## config.mk

```make
export PLATFORM = sky130hd
export DESIGN_NAME = dsv_command_handler
export DESIGN_NICKNAME = d
export VERILOG_FILES = /design/src/include/dsv_pkg.sv /design/src/logic/dsv_command_handler.sv
export SDC_FILE = /design/constraint.sdc
export NUM_CORES = 1
export LEC_CHECK = 0
export CAP_MARGIN = 25
export CORE_ASPECT_RATIO = 0.6
export CORE_MARGIN = 2
export CORE_UTILIZATION = 55
export DETAILED_ROUTE_END_ITERATION = 16
export DONT_BUFFER_PORTS = 1
export PLACE_DENSITY = 0.8
export SYNTH_ARGS = -nofsm -noshare
export SYNTH_HDL_FRONTEND = slang
export SYNTH_SLANG_ARGS = --single-unit
```

## constraint.sdc

```tcl
create_clock -name clk_sys -period 2.1 [get_ports clk_sys]
set_clock_uncertainty 0.15 [all_clocks]
set_input_delay 0.21 -clock clk_sys [delete_from_list [all_inputs] [get_ports clk_sys]]
set_output_delay 0.21 -clock clk_sys [all_outputs]
set_load 0.01 [all_outputs]
```

## src/include/dsv_pkg.sv

```systemverilog
// Constants and types shared by the test and view command handler
package dsv_pkg;
    // Command codes from the command parser
    typedef enum logic [1:0] {
        DSV_CMD_DSR  = 2'h0,
        DSV_CMD_TEST = 2'h1,
        DSV_CMD_VIEW = 2'h2
    } dsv_cmd_t;
    // Diagnostic test states, Gray ordered along the usual path
    typedef enum logic [2:0] {
        DSV_T_IDLE  = 3'h0,
        DSV_T_LOC   = 3'h1,
        DSV_T_LDATA = 3'h3,
        DSV_T_REM   = 3'h2,
        DSV_T_REMST = 3'h6,
        DSV_T_LOCST = 3'h7
    } dsv_test_t;
    // Largest accepted arguments
    localparam logic [3:0] DSV_DSR_ARG_MAX  = 4'h1;
    localparam logic [3:0] DSV_TEST_ARG_MAX = 4'h8;
    // Interface option register
    localparam int         DSV_IOR_DSR_BIT  = 6;
    localparam logic [7:0] DSV_IOR_RESET    = 8'h00;
    // Test option register fields
    localparam int         DSV_TOR_LOC_BIT   = 0;
    localparam int         DSV_TOR_LDATA_BIT = 2;
    localparam int         DSV_TOR_REM_BIT   = 3;
    localparam int         DSV_TOR_ST_BIT    = 4;
    localparam int         DSV_TOR_DENY_BIT  = 5;
    localparam int         DSV_TOR_RUN_BIT   = 6;
    localparam logic [7:0] DSV_TOR_RESET     = 8'h00;
    // Test timer: one register step is one second
    localparam longint     DSV_CLK_HZ        = 125000000;
    localparam longint     DSV_TIMER_UNIT_S  = 1;
    localparam int         DSV_SECOND_CYCLES = int'(DSV_TIMER_UNIT_S * DSV_CLK_HZ);
    // Configuration view report: six register words, then four number slots
    localparam logic [3:0] DSV_VIEW_PHONE0   = 4'h6;
    localparam logic [3:0] DSV_VIEW_LAST     = 4'h9;
endpackage

```

## src/logic/dsv_command_handler.sv

```systemverilog
// Option, diagnostic test and configuration view command handler
// Notes on behaviour
// - Option argument 0 or none keeps data-set-ready on at all times except during self-test.
// - Option argument 1 makes data-set-ready follow the standard interface level.
// - The chosen option lands in interface option register bit 6.
// - Any running self-test forces data-set-ready off.
// - Test argument 0 or none ends the running test.
// - Test arguments 1 and 2 both start local loopback.
// - Test argument 3 starts local data loopback.
// - Test argument 4 allows remote loopback requests; default after reset.
// - Test argument 5 refuses remote loopback requests.
// - Test argument 6 starts remote loopback.
// - Test argument 7 starts remote loopback with self-test.
// - Test argument 8 starts local loopback with self-test.
// - Test option register bits 0 and 2 to 6 follow each accepted test command.
// - Every test argument from 0 to 8 is accepted and carried out.
// - A nonzero test timer ends locally started tests once it elapses.
// - View takes no argument and reports the active settings.
// - View also reports both stored profiles, 0 and 1.
// - View also lists the lengths of all four stored telephone numbers.
`timescale 1ns/100ps
`default_nettype none
module dsv_command_handler #(
    parameter int SECOND_CYCLES = dsv_pkg::DSV_SECOND_CYCLES
) (
    // Clock and reset
    input  wire logic                clk_sys,
    input  wire logic                rst,
    // Parsed command, one-cycle strobe
    input  wire logic                cmdValid,
    input  wire dsv_pkg::dsv_cmd_t   cmdCode,
    input  wire logic                cmdArgPresent,
    input  wire logic [3:0]          cmdArg,
    // Command result pulses
    output logic                     cmdOk,
    output logic                     cmdError,
    // Data-set-ready circuit
    input  wire logic                dsrStdLevel,
    output logic                     dsrOut,
    // Test timer register value, seconds, zero disables
    input  wire logic [7:0]          testTimer,
    // Option registers and test status
    output logic [7:0]               interfaceOptionReg,
    output logic [7:0]               testOptionReg,
    output dsv_pkg::dsv_test_t       testState,
    output logic                     remoteLbAllow,
    // Stored profiles and telephone number lengths
    input  wire logic [7:0]          profIor [2],
    input  wire logic [7:0]          profTor [2],
    input  wire logic [4:0]          phoneLen [4],
    // View report stream
    output logic                     viewValid,
    input  wire logic                viewReady,
    output logic [3:0]               viewIndex,
    output logic [7:0]               viewData
);
    import dsv_pkg::*;

    logic        dsrAccept;
    logic        testAccept;
    logic        viewAccept;
    logic        cmdBad;
    logic        viewBusy;
    logic        selfTestOn;
    logic        localTest;
    logic        timerExpire;
    logic [31:0] tickCount;
    logic [7:0]  secCount;
    logic [7:0]  next_viewData;
    dsv_test_t   next_testState;

    // Argument, absent or present, that a command carries
    function automatic logic [3:0] argOf(input logic present, input logic [3:0] arg);
        argOf = present ? arg : 4'h0;
    endfunction

    // Test option bits that a running state shows
    function automatic logic [7:0] torOf(input dsv_test_t st, input logic deny);
        logic [7:0] r;
        r = 8'h00;
        r[DSV_TOR_DENY_BIT] = deny;
        r[DSV_TOR_RUN_BIT] = (st != DSV_T_IDLE);
        r[DSV_TOR_LOC_BIT] = (st == DSV_T_LOC) || (st == DSV_T_LOCST);
        r[DSV_TOR_LDATA_BIT] = (st == DSV_T_LDATA);
        r[DSV_TOR_REM_BIT] = (st == DSV_T_REM) || (st == DSV_T_REMST);
        r[DSV_TOR_ST_BIT] = (st == DSV_T_REMST) || (st == DSV_T_LOCST);
        torOf = r;
    endfunction

    // A view is refused while an earlier report still streams
    assign dsrAccept = cmdValid && cmdCode == DSV_CMD_DSR
                       && argOf(cmdArgPresent, cmdArg) <= DSV_DSR_ARG_MAX;
    assign testAccept = cmdValid && cmdCode == DSV_CMD_TEST
                        && argOf(cmdArgPresent, cmdArg) <= DSV_TEST_ARG_MAX;
    assign viewAccept = cmdValid && cmdCode == DSV_CMD_VIEW
                        && !cmdArgPresent && !viewBusy;
    assign cmdBad = cmdValid && !(dsrAccept || testAccept || viewAccept);

    always_ff @(posedge clk_sys) begin
        if (rst) begin
            cmdOk <= 1'b0;
            cmdError <= 1'b0;
        end else begin
            cmdOk <= dsrAccept || testAccept || viewAccept;
            cmdError <= cmdBad;
        end
    end

    always_ff @(posedge clk_sys) begin
        if (rst) begin
            interfaceOptionReg <= DSV_IOR_RESET;
        end else if (dsrAccept) begin
            interfaceOptionReg[DSV_IOR_DSR_BIT] <= argOf(cmdArgPresent, cmdArg) == 4'h1;
        end
    end

    assign selfTestOn = testState == DSV_T_REMST || testState == DSV_T_LOCST;

    // Registered so the pin never glitches on a state decode
    always_ff @(posedge clk_sys) begin
        if (rst) begin
            dsrOut <= 1'b1;
        end else if (selfTestOn) begin
            dsrOut <= 1'b0;
        end else if (interfaceOptionReg[DSV_IOR_DSR_BIT]) begin
            dsrOut <= dsrStdLevel;
        end else begin
            dsrOut <= 1'b1;
        end
    end

    // Every test held here was started from the local terminal; far-end requests never land here
    assign localTest = testState != DSV_T_IDLE;
    assign timerExpire = localTest && testTimer != 8'h00
                         && secCount >= testTimer;

    always_ff @(posedge clk_sys) begin
        if (rst || !localTest || testAccept) begin
            tickCount <= 32'h0;
            secCount <= 8'h00;
        end else if (tickCount == 32'(SECOND_CYCLES - 1)) begin
            tickCount <= 32'h0;
            secCount <= secCount + 8'h01;
        end else begin
            tickCount <= tickCount + 32'h1;
        end
    end

    // Commands only reach here in command mode, so an escape already preceded a stop
    always_comb begin
        next_testState = testState;
        if (testAccept) begin
            unique case (argOf(cmdArgPresent, cmdArg))
                4'h0:    next_testState = DSV_T_IDLE;
                4'h1,
                4'h2:    next_testState = DSV_T_LOC;
                4'h3:    next_testState = DSV_T_LDATA;
                4'h6:    next_testState = DSV_T_REM;
                4'h7:    next_testState = DSV_T_REMST;
                4'h8:    next_testState = DSV_T_LOCST;
                default: next_testState = testState;
            endcase
        end else if (timerExpire) begin
            next_testState = DSV_T_IDLE;
        end
    end

    always_ff @(posedge clk_sys) begin
        if (rst) begin
            testState <= DSV_T_IDLE;
        end else begin
            testState <= next_testState;
        end
    end

    always_ff @(posedge clk_sys) begin
        if (rst) begin
            remoteLbAllow <= 1'b1;
        end else if (testAccept && argOf(cmdArgPresent, cmdArg) == 4'h4) begin
            remoteLbAllow <= 1'b1;
        end else if (testAccept && argOf(cmdArgPresent, cmdArg) == 4'h5) begin
            remoteLbAllow <= 1'b0;
        end
    end

    // Mirrors state and permission; bit 1 and bit 7 stay clear
    assign testOptionReg = torOf(testState, !remoteLbAllow);

    // Word that the report moves to once the one on show is taken
    logic [3:0] nextIdx;
    assign nextIdx = viewIndex + 4'h1;

    // View report: active, profile 0, profile 1, then four number slots
    always_comb begin
        unique case (nextIdx)
            4'h1:    next_viewData = testOptionReg;
            4'h2:    next_viewData = profIor[0];
            4'h3:    next_viewData = profTor[0];
            4'h4:    next_viewData = profIor[1];
            4'h5:    next_viewData = profTor[1];
            // Words past the profiles carry one number length per slot
            4'h6,
            4'h7,
            4'h8,
            4'h9:    next_viewData = {3'h0, phoneLen[2'(nextIdx - DSV_VIEW_PHONE0)]};
            default: next_viewData = interfaceOptionReg;
        endcase
    end

    // Each word loads as the one before is taken, so it stands while the terminal stalls
    always_ff @(posedge clk_sys) begin
        if (rst) begin
            viewBusy <= 1'b0;
            viewIndex <= 4'h0;
            viewData <= 8'h00;
        end else if (viewAccept) begin
            viewBusy <= 1'b1;
            viewIndex <= 4'h0;
            viewData <= interfaceOptionReg;
        end else if (viewBusy && viewReady) begin
            if (viewIndex == DSV_VIEW_LAST) begin
                viewBusy <= 1'b0;
            end else begin
                viewIndex <= nextIdx;
                viewData <= next_viewData;
            end
        end
    end

    always_ff @(posedge clk_sys) begin
        if (rst) begin
            viewValid <= 1'b0;
        end else begin
            viewValid <= viewAccept || (viewBusy && !(viewReady && viewIndex == DSV_VIEW_LAST));
        end
    end
endmodule
`default_nettype wire

```

==> results of run 1 <==
## stage by stage
| step | hold WS, ns | utilization | instance area (sq um) |
|---|---|---|---|
| finish | 0.0118 | 0.679 | 4570 |
| global route | 0.0306 | 0.679 | 4570 |
| CTS | 0.00503 | 0.670 | 4510 |
| detailed placement | 0.135 | 0.613 | 4130 |
| global placement | 0.133 | 0.613 | 4130 |
| floorplan | 0.188 | - | 3910 |
## power groups by stage
stage               combinational, mW  clock [mW]  sequential, mW
floorplan                       0.107           0            1.22
global placement                0.111           0            1.22
detailed placement              0.113           0            1.22
CTS                             0.133        1.46            1.19
global route                    0.153        1.53            1.19
finish                          0.141        1.45            1.19
## layout make-up
cell class / instances / share of cell area
inverter: 24 / 0.0197
timing repair buffer: 49 / 0.0854
multi-input combinational: 362 / 0.535
sequential: 62 / 0.273
clock inverter: 7 / 0.0142
clock buffer: 9 / 0.0493
tap: 87 / 0.0238
## worst paths after layout
check                      end  depth (start not counted)
setup / recovery   viewData[6]                          6
hold / removal    testState[0]                          3
setup reg to reg   viewData[6]                          6
hold reg to reg    viewData[7]                          2
## layer usage
layer  GRT usage  up-vias  share of wire
met5           0        -              0
li1            -     1749              -
met4      0.0747        0          0.013
met1       0.368     1709           0.45
met3       0.117       20           0.12
met2       0.410      194           0.42
## registers in the layout, summed over array words and instances, names as in the netlist
name / cells
cmdError: 1
cmdOk: 1
dsrOut: 1
interfaceOptionReg: 1
remoteLbAllow: 1
secCount: 8
testState: 3
tickCount: 32
viewBusy: 1
viewData: 8
viewIndex: 4
viewValid: 1
## worst register-to-register path: stages, from the launching register on
cell,delay (ns)
dfxtp_4,0.36
ha_2,0.25
or4b_4,0.57
o211ai_4,0.13
nand2_2,0.13
o2111a_1,0.19
nor4_2,0.21
## what timing repair did
item                       4_1_cts  5_1_grt
setup endpoints to repair       35       47
pin swaps                        0        4
hold endpoints to repair        22        0
hold buffers                     8        0
buffers inserted                 0        0
resized for setup                4       16
## cells in the final DEF (no fill, tap or decap), types with 8 or more instances in the layout
| master | netlist | routed |
|---|---|---|
| nor2_1 | 63 | 63 |
| o21ai_0 | 18 | 16 |
| nand4_1 | 13 | 13 |
| nand2_1 | 37 | 37 |
| nand3_1 | 19 | 19 |
| inv_1 | 24 | 23 |
| clkbuf_16 | 0 | 9 |
| dfxtp_1 | 62 | 60 |
| xnor2_1 | 15 | 15 |
| conb_1 | 1 | 9 |
| xor2_1 | 25 | 25 |
| a21oi_1 | 23 | 22 |
| ha_1 | 14 | 11 |
| buf_4 | 12 | 41 |
| and3_1 | 8 | 8 |
## logic make-up after synthesis
group / Yosys count / synth area share
fa+ha+maj: 14 / 0.0453
other cells: 1 / 0.000969
simple gates: 199 / 0.268
xor+xnor: 40 / 0.0905
mux: 11 / 0.0475
buf+inv: 52 / 0.0724
compound gates: 89 / 0.155
flops: 62 / 0.321
==> flow_summary_export.csv, run 1 <==
group,metric,value,unit
synth,synth.avg_cell_area,8.27,sq um
cells_and_area,seq_area,1250,sq um
cts,clockBufferDepth,2,
power,switchingPower,623,uW
cells_and_area,fin_nets,594,
sta,setup_viol,0,
synth,synth_top_area_frac,0.321,
cts,ctsHtreeMaxLevel,3,
floorplan,placementRows,23,
placed_design,placedCellCount,576,
grt,grt_pass1_vias,3295,
grt,grt-ovfl-total,0,
cells_and_area,fin_cells,600,
synth,ys_seq_area_frac,0.321,
routing,wl_per_cell,17.6,um
cts,clock_latency,0.33,ns
grt,grt_max_degree,33,
routing,drc_errors,0,
floorplan,fp.dieW,112,um
routing,ant_nets,0,
floorplan,core-area,6730,sq um
job,cap_violations,0,
routing,viasPerCell,6.12,
worst_hold_path,hp-class,"input pin to register",
power,p_clk_frac,0.521,
synth,ys_ff_latch,62,
synth,synthesis.instances,468,
synth,synth_edf_count,0,
floorplan,die_height,69.0,um
routing,dr.pass1.iters,5,
outcome,status,"complete, no violations",
worst_setup_path,startpoint,"viewIndex[0]",
cts,cts_tree,"done",
placed_design,io_buffer_count,0,
synth,synth_cell_types,68,
cells_and_area,area_delta_synth_final,18.1,%
power,vdd_drop_max,0.424,mV
synth,synth_area_leaders,"dfxtp_1, nor2_1, xor2_1",
placed_design,hpwl,7880,um
worst_setup_path,crit_path_max_incr_delay,0.57,ns
power,power.density,608,nW/um^2
worst_setup_path,cpMaxStageDelayCell,"or4b_4",
sta,finalCritPeriodShare,0.985,
worst_setup_path,critPathMaxFanout,9,
worst_setup_path,r2r-start,"viewIndex[0]",
sta,clock.fmax,484,MHz
sta,finalHoldViolCount,0,
synth,ys.flop_type,"dfxtp_1",
sta,rsz0062_at_grt,"yes",
worst_hold_path,hp-start,"cmdArg[3]",
cells_and_area,drive_gt1_frac,0.175,
grt,track_usage,0.275,
floorplan,pin_count,108,
sta,period_needed,2.07,ns
worst_setup_path,cp-end-kind,"register",
synth,synth_warnings,0,
worst_setup_path,r2r_slack,0.03,ns
sta,worst_pin_slew,0.917,ns
worst_setup_path,critPathBufInv,0,
synth,synth.most_common_cell,"nor2_1",
worst_setup_path,critPathArrivalTime,2.16,ns
synth,netlist_area,3870,sq um
sta,slew_violations,0,
power,p_sw_frac,0.224,
worst_setup_path,crit_family,"simple AND/OR/NAND/NOR gates",
routing,route.vias.total,3672,
placed_design,gp_congestion,0.960,
floorplan,start_util,0.575,
worst_setup_path,critPathLaunchType,"register",
cts,cts_buffers,9,
power,combPwrFrac,0.051,
sta,slew_headroom,0.388,
routing,drtIter0Drc,312,
synth,async_flop_share,0,
cts,root_buffer,"clkbuf_16",
power,p_total,2.78,mW
worst_setup_path,cp_cell_sequence,"ha_2 -> or4b_4 -> o211ai_4 -> nand2_2 -> o2111a_1 -> nor4_2",
grt,antenna_found_initial,0,
cells_and_area,fill_cells,534,
floorplan,die_area,7750,sq um
placed_design,pre_cts_slack,-0.0662,ns
power,power_frac_seq,0.429,
cells_and_area,multi_input_area,2440,sq um
grt,grt_pass1_wl,16500,um
power,p_leak,1.72,nW
worst_setup_path,worstSetupPathType,"register to register",
cts,clk_pin_slew,0.05,ns
synth,ys_top_cells_by_count,"nor2_1, dfxtp_1, nand2_1",
synth,synth_top_area_cell,"dfxtp_1",
worst_setup_path,cp.required,2.19,ns
sta,timing.setup.tns,0,ns
cells_and_area,antenna_cells,0,
routing,route.final.wire_length,10500,um
cts,cts_sinks,62,
power,p_int,2.15,mW
sta,worst_slack,0.0319,ns
No activity file was read; power rests on OpenSTA's default activity.
==> run 2: changes to the inputs <==
--- a/config.mk
+++ b/config.mk
@@ -11,7 +11,7 @@
 export CORE_UTILIZATION = 55
 export DETAILED_ROUTE_END_ITERATION = 16
 export DONT_BUFFER_PORTS = 1
-export PLACE_DENSITY = 0.8
+export PLACE_DENSITY = 0.77
 export SYNTH_ARGS = -nofsm -noshare
 export SYNTH_HDL_FRONTEND = slang
 export SYNTH_SLANG_ARGS = --single-unit
==> constraint.sdc (replaced) <==
create_clock -name clk_sys -period 2.3 [get_ports clk_sys]
set_clock_uncertainty 0.15 [all_clocks]
set_input_delay 0.23 -clock clk_sys [delete_from_list [all_inputs] [get_ports clk_sys]]
set_output_delay 0.23 -clock clk_sys [all_outputs]
set_load 0.01 [all_outputs]
==> run 2 against run 1 <==
Critical path type unchanged. Global-route usage grew 1.3 points. Largest power group unchanged. Cell count down 2.2%. Clock power decreased by 16%. The run now ends with setup timing left. Count of clock-buffer cells in the layout up 5.
==> flow_summary_export.csv, run 2 (synthesis results as in run 1) <==
group,metric,value,unit
cells_and_area,stdcell_area,4440,sq um
grt,grt_pass1_vias,3274,
sta,slew_headroom,0.503,
grt,antenna_found_initial,0,
worst_hold_path,hp-class,"input pin to register",
cells_and_area,area_delta_synth_final,14.7,%
sta,worst_slack,-0.0228,ns
cells_and_area,fin_util,0.659,
cells_and_area,largest_reg_flops,32,
routing,viasPerCell,6.26,
cts,cts_buffers,9,
routing,ant_nets,0,
grt,track_usage,0.288,
worst_setup_path,crit_path_max_incr_delay,0.69,ns
worst_setup_path,cp-end-kind,"register",
worst_setup_path,critPathLaunchType,"register",
cells_and_area,final_cell_mix,"nor2_1, dfxtp_1, nand2_1",
sta,worst_pin_slew,0.735,ns
floorplan,core-area,6730,sq um
floorplan,start_util,0.575,
routing,drtIter0Drc,279,
cts,clockBufferDepth,2,
cts,clk_pin_slew,0.05,ns
power,combPwrFrac,0.050,
routing,drc_errors,0,
cells_and_area,top_regs,"tickCount x32, secCount x8, viewData x8",
cells_and_area,layout_commonest_cell,"nor2_1",
outcome,status,"complete, but fails checks",
outcome,violations,"setup timing",
power,power.density,548,nW/um^2
floorplan,pin_count,108,
worst_setup_path,worstSetupEndpoint,"viewData[6]",
power,switchingPower,518,uW
placed_design,hpwl,8050,um
worst_setup_path,critPathMaxFanout,6,
worst_setup_path,r2r-start,"viewIndex[0]",
routing,route.vias.total,3672,
placed_design,pre_cts_slack,0.0196,ns
routing,wl_per_cell,18.5,um
cts,cts_tree,"done",
worst_setup_path,cpMaxStageDelayCell,"o311ai_0",
cts,root_buffer,"clkbuf_16",
grt,grt_max_degree,33,
worst_setup_path,reg2reg_to,"viewData[6]",
cts,cts_sinks,62,
sta,clock.fmax,431,MHz
placed_design,gp_congestion,0.975,
grt,grt-ovfl-total,0,
cells_and_area,antenna_cells,0,
cts,ctsHtreeMaxLevel,3,
sta,finalCritPeriodShare,1.01,
worst_setup_path,r2r_cells,6,
power,p_int,1.92,mW
worst_setup_path,startpoint,"viewIndex[0]",
routing,dr.pass1.iters,5,
worst_setup_path,r2r_slack,-0.02,ns
sta,slew_violations,0,
sta,period_needed,2.32,ns
floorplan,fp.dieW,112,um
worst_setup_path,cp_cell_sequence,"inv_1 -> ha_1 -> o311ai_0 -> nand2_2 -> o2111a_1 -> nor4_1",
power,p_leak,1.65,nW
power,power_frac_seq,0.448,
grt,grt_pass1_wl,17000,um
floorplan,placementRows,23,
cells_and_area,drive_gt1_frac,0.128,
power,vdd_drop_max,0.454,mV
worst_setup_path,cp.required,2.38,ns
job,cap_violations,0,
worst_setup_path,critPathArrivalTime,2.41,ns
sta,finalHoldViolCount,0,
cells_and_area,fin_nets,582,
floorplan,die_height,69.0,um
power,p_sw_frac,0.213,
worst_setup_path,worstSetupPathType,"register to register",
placed_design,io_buffer_count,0,
cts,clock_latency,0.33,ns
sta,setup_viol,1,
routing,route.final.wire_length,10900,um
placed_design,place_area,3990,sq um
power,p_clk_frac,0.503,
floorplan,die_area,7750,sq um
cells_and_area,regMostFlops,"tickCount",
[run 2: power groups by stage]
stage	Clock, mW	Combinational, mW	Sequential, mW
floorplan	0	0.0974	1.11
global placement	0	0.101	1.11
detailed placement	0	0.103	1.11
CTS	1.24	0.116	1.09
global route	1.29	0.132	1.09
finish	1.22	0.121	1.09
[run 2: layer usage]
| metal | share of wire | GRT usage |
|---|---|---|
| met1 | 0.46 | 0.401 |
| met2 | 0.41 | 0.416 |
| met3 | 0.12 | 0.119 |
| met4 | 0.011 | 0.0655 |
| met5 | 0 | 0 |
[run 2: critical path: cells and delay by family, from the launching register on]
kind	cells	cell delay, ns
and+or+nand+nor	2	0.39
adders and majority gates	1	0.28
AOI/OAI and AO/OA	2	0.89
DFF	1	0.43
buffers and inverters	1	0.10
[run 2: what timing repair did]
| action | CTS | global route |
|---|---|---|
| hold buffers | 12 | 0 |
| gates resized for setup | 0 | 12 |
| endpoints found under the hold margin | 22 | 0 |
| buffers inserted | 0 | 2 |
| setup endpoints to repair | 0 | 13 |
[run 2: how the worst min path moves through the flow]
stage                          from      endpoint  slack, ns  depth (start not counted)
after CTS                 cmdArg[3]  testState[0]       0.02                          3
after detailed placement        rst   viewData[5]       0.16                          1
after global routing      cmdArg[3]  testState[0]       0.02                          3
final                     cmdArg[3]  testState[0]       0.03                          3
after global placement          rst      viewBusy       0.15                          1
after floorplan                 rst        dsrOut       0.21                          2
[run 2: layout make-up]
class                   count  area, sq um
clock buffers              14          264
clock inverters             1         5.00
fillers                   583         2290
inverters                  24         90.1
multi-input cells         362         2420
flip-flops and latches     62         1240
well taps                  87          109
repair buffers             37          308
[run 2: metrics by stage]
| step | hold WS (ns) | setup TNS [ns] | total power [mW] | cells |
|---|---|---|---|---|
| floorplan | 0.208 | 0 | 1.21 | 476 |
| global placement | 0.152 | 0 | 1.21 | 558 |
| detailed placement | 0.156 | 0 | 1.21 | 558 |
| CTS | 0.0197 | 0 | 2.45 | 585 |
| global route | 0.0181 | -0.507 | 2.51 | 587 |
| finish | 0.0313 | -0.0228 | 2.43 | 587 |
==> run 3: changes to the inputs <==
--- a/config.mk
+++ b/config.mk
@@ -6,12 +6,13 @@
 export NUM_CORES = 1
 export LEC_CHECK = 0
 export CAP_MARGIN = 25
-export CORE_ASPECT_RATIO = 0.6
-export CORE_MARGIN = 2
+export CORE_ASPECT_RATIO = 0.75
+export CORE_MARGIN = 1.5
 export CORE_UTILIZATION = 55
 export DETAILED_ROUTE_END_ITERATION = 16
 export DONT_BUFFER_PORTS = 1
 export PLACE_DENSITY = 0.77
+export SKIP_LAST_GASP = 1
 export SYNTH_ARGS = -nofsm -noshare
 export SYNTH_HDL_FRONTEND = slang
 export SYNTH_SLANG_ARGS = --single-unit
==> run 3 against run 2 <==
The run now ends clean. Die area down 2.5%. Global-route usage shrank 2.6 points. Sequential share of layout area is 0.78 points higher. Flip-flop and latch count unchanged. First-iteration DRC count increased by 14%. Maximum frequency rose by 2.5%.
==> flow_summary_export.csv, run 3 (synthesis results as in run 1) <==
group,metric,value,unit
outcome,status,"complete, no violations",
cells_and_area,layout_commonest_cell,"nor2_1",
cells_and_area,multi_input_area,2410,sq um
floorplan,die_height,75.6,um
power,p_leak,1.58,nW
grt,grt_pass1_vias,3213,
floorplan,start_util,0.569,
worst_setup_path,critPathMaxFanout,7,
grt,antenna_found_initial,0,
routing,drtIter0Drc,318,
floorplan,core-area,6800,sq um
worst_setup_path,worstSetupPathType,"register to register",
cells_and_area,antenna_cells,0,
cells_and_area,fin_util,0.635,
cts,clk_pin_slew,0.07,ns
placed_design,placedCellCount,555,
routing,route.vias.total,3533,
placed_design,gp_congestion,1.01,
sta,finalCritPeriodShare,0.986,
cts,clock_latency,0.34,ns
job,cap_violations,0,
floorplan,fp.dieW,99.9,um
placed_design,pre_cts_slack,-0.0936,ns
power,vdd_drop_max,0.472,mV
routing,wl_per_cell,16.8,um
worst_setup_path,cp_cell_sequence,"inv_1 -> ha_1 -> nand2b_1 -> mux2i_1 -> o211ai_2 -> and2b_2 -> o21ai_0 -> a21oi_1",
floorplan,die_area,7550,sq um
cts,cts_tree,"done",
cells_and_area,largest_reg_flops,32,
cells_and_area,drive_gt1_frac,0.125,
grt,track_usage,0.262,
worst_setup_path,critPathArrivalTime,2.31,ns
sta,period_needed,2.27,ns
sta,timing.setup.tns,0,ns
sta,clock.fmax,441,MHz
cells_and_area,fin_nets,576,
worst_hold_path,hp-class,"input pin to register",
cells_and_area,seq_area,1240,sq um
placed_design,io_buffer_count,0,
cells_and_area,fill_cells,579,
sta,worst_slack,0.0329,ns
floorplan,placementRows,26,
cts,clockBufferDepth,2,
cells_and_area,regMostFlops,"tickCount",
routing,dr.pass1.iters,4,
grt,grt_pass1_wl,15300,um
routing,drc_errors,0,
sta,worst_hold_slack,0.0108,ns
cts,cts_buffers,9,
routing,ant_nets,0,
worst_setup_path,critPathLaunchType,"register",
cts,cts_sinks,62,
cells_and_area,top_regs,"tickCount x32, secCount x8, viewData x8",
cells_and_area,fin_cells,579,
placed_design,hpwl,7160,um
sta,slew_violations,0,
sta,setup_viol,0,
worst_setup_path,crit_path_max_incr_delay,0.41,ns
floorplan,pin_count,108,
sta,finalHoldViolCount,0,
grt,grt_max_degree,33,
cells_and_area,area_delta_synth_final,11.5,%
sta,rsz0062_at_grt,"yes",
routing,viasPerCell,6.10,
worst_setup_path,cpMaxStageDelayCell,"dfxtp_2",
sta,worst_pin_slew,0.874,ns
cts,root_buffer,"clkbuf_8",
power,power.density,528,nW/um^2
worst_setup_path,cp.required,2.35,ns
cts,ctsHtreeMaxLevel,3,
cells_and_area,final_cell_mix,"nor2_1, dfxtp_1, nand2_1",
worst_setup_path,cp-end-kind,"register",
grt,grt-ovfl-total,0,
sta,slew_headroom,0.417,
routing,route.final.wire_length,9700,um
-- run 3: timing repair --
action,CTS,global route
setup endpoints to repair,5,41
hold buffers,7,0
pin swaps,0,1
resized for setup,2,7
cloned,0,0
buffers inserted,0,1
hold endpoints to repair,22,0
-- run 3: worst paths after layout --
| check | endpoint | depth (start not counted) | slack [ns] | start |
|---|---|---|---|---|
| worst max-delay path | viewData[4] | 8 | 0.03 | viewIndex[0] |
| worst min-delay path | testState[0] | 3 | 0.01 | cmdArg[1] |
| worst max register to register | viewData[4] | 8 | 0.03 | viewIndex[0] |
| worst min register to register | viewData[3] | 2 | 0.35 | viewData[3] |
-- run 3: metal layers --
metal | vias to the layer above | track usage | part of all wire
met4 | 0 | 0.0923 | 0.025
met3 | 23 | 0.0661 | 0.083
li1 | 1709 | - | -
met1 | 1643 | 0.370 | 0.47
met2 | 158 | 0.391 | 0.42
met5 | - | 0 | 0
-- run 3: area by class of cell --
| cell class | instances | share of cell area |
|---|---|---|
| well taps | 84 | 0.0244 |
| multi-input cells | 362 | 0.558 |
| flip-flops and latches | 62 | 0.288 |
| clock inverters | 4 | 0.0162 |
| repair buffers | 31 | 0.0586 |
| inverters | 24 | 0.0209 |
| clock buffers | 12 | 0.0336 |
-- run 3: critical path: cells and delay by family, from the launching register on --
kind                     cells  cell delay [ns]
flip-flops                   1             0.41
multiplexers                 1             0.13
AND/OR/NAND/NOR              2             0.47
buffers and inverters        1             0.10
adder cells (fa/ha/maj)      1             0.29
AO/OA/AOI/OAI                3             0.58
-- run 3: power breakdown --
group	total [mW]	internal (mW)	switching [mW]
Clock	1.07	0.637	0.433
Sequential	1.09	1.08	0.00705
Combinational	0.123	0.0531	0.0697
-- run 3: stage by stage --
| step | instance area (sq um) | total power, mW |
|---|---|---|
| 2_1_floorplan | 3900 | 1.21 |
| 3_3_place_gp | 3990 | 1.21 |
| 3_5_place_dp | 3990 | 1.21 |
| 4_1_cts | 4280 | 2.29 |
| 5_1_grt | 4320 | 2.36 |
| 6_report | 4320 | 2.28 |
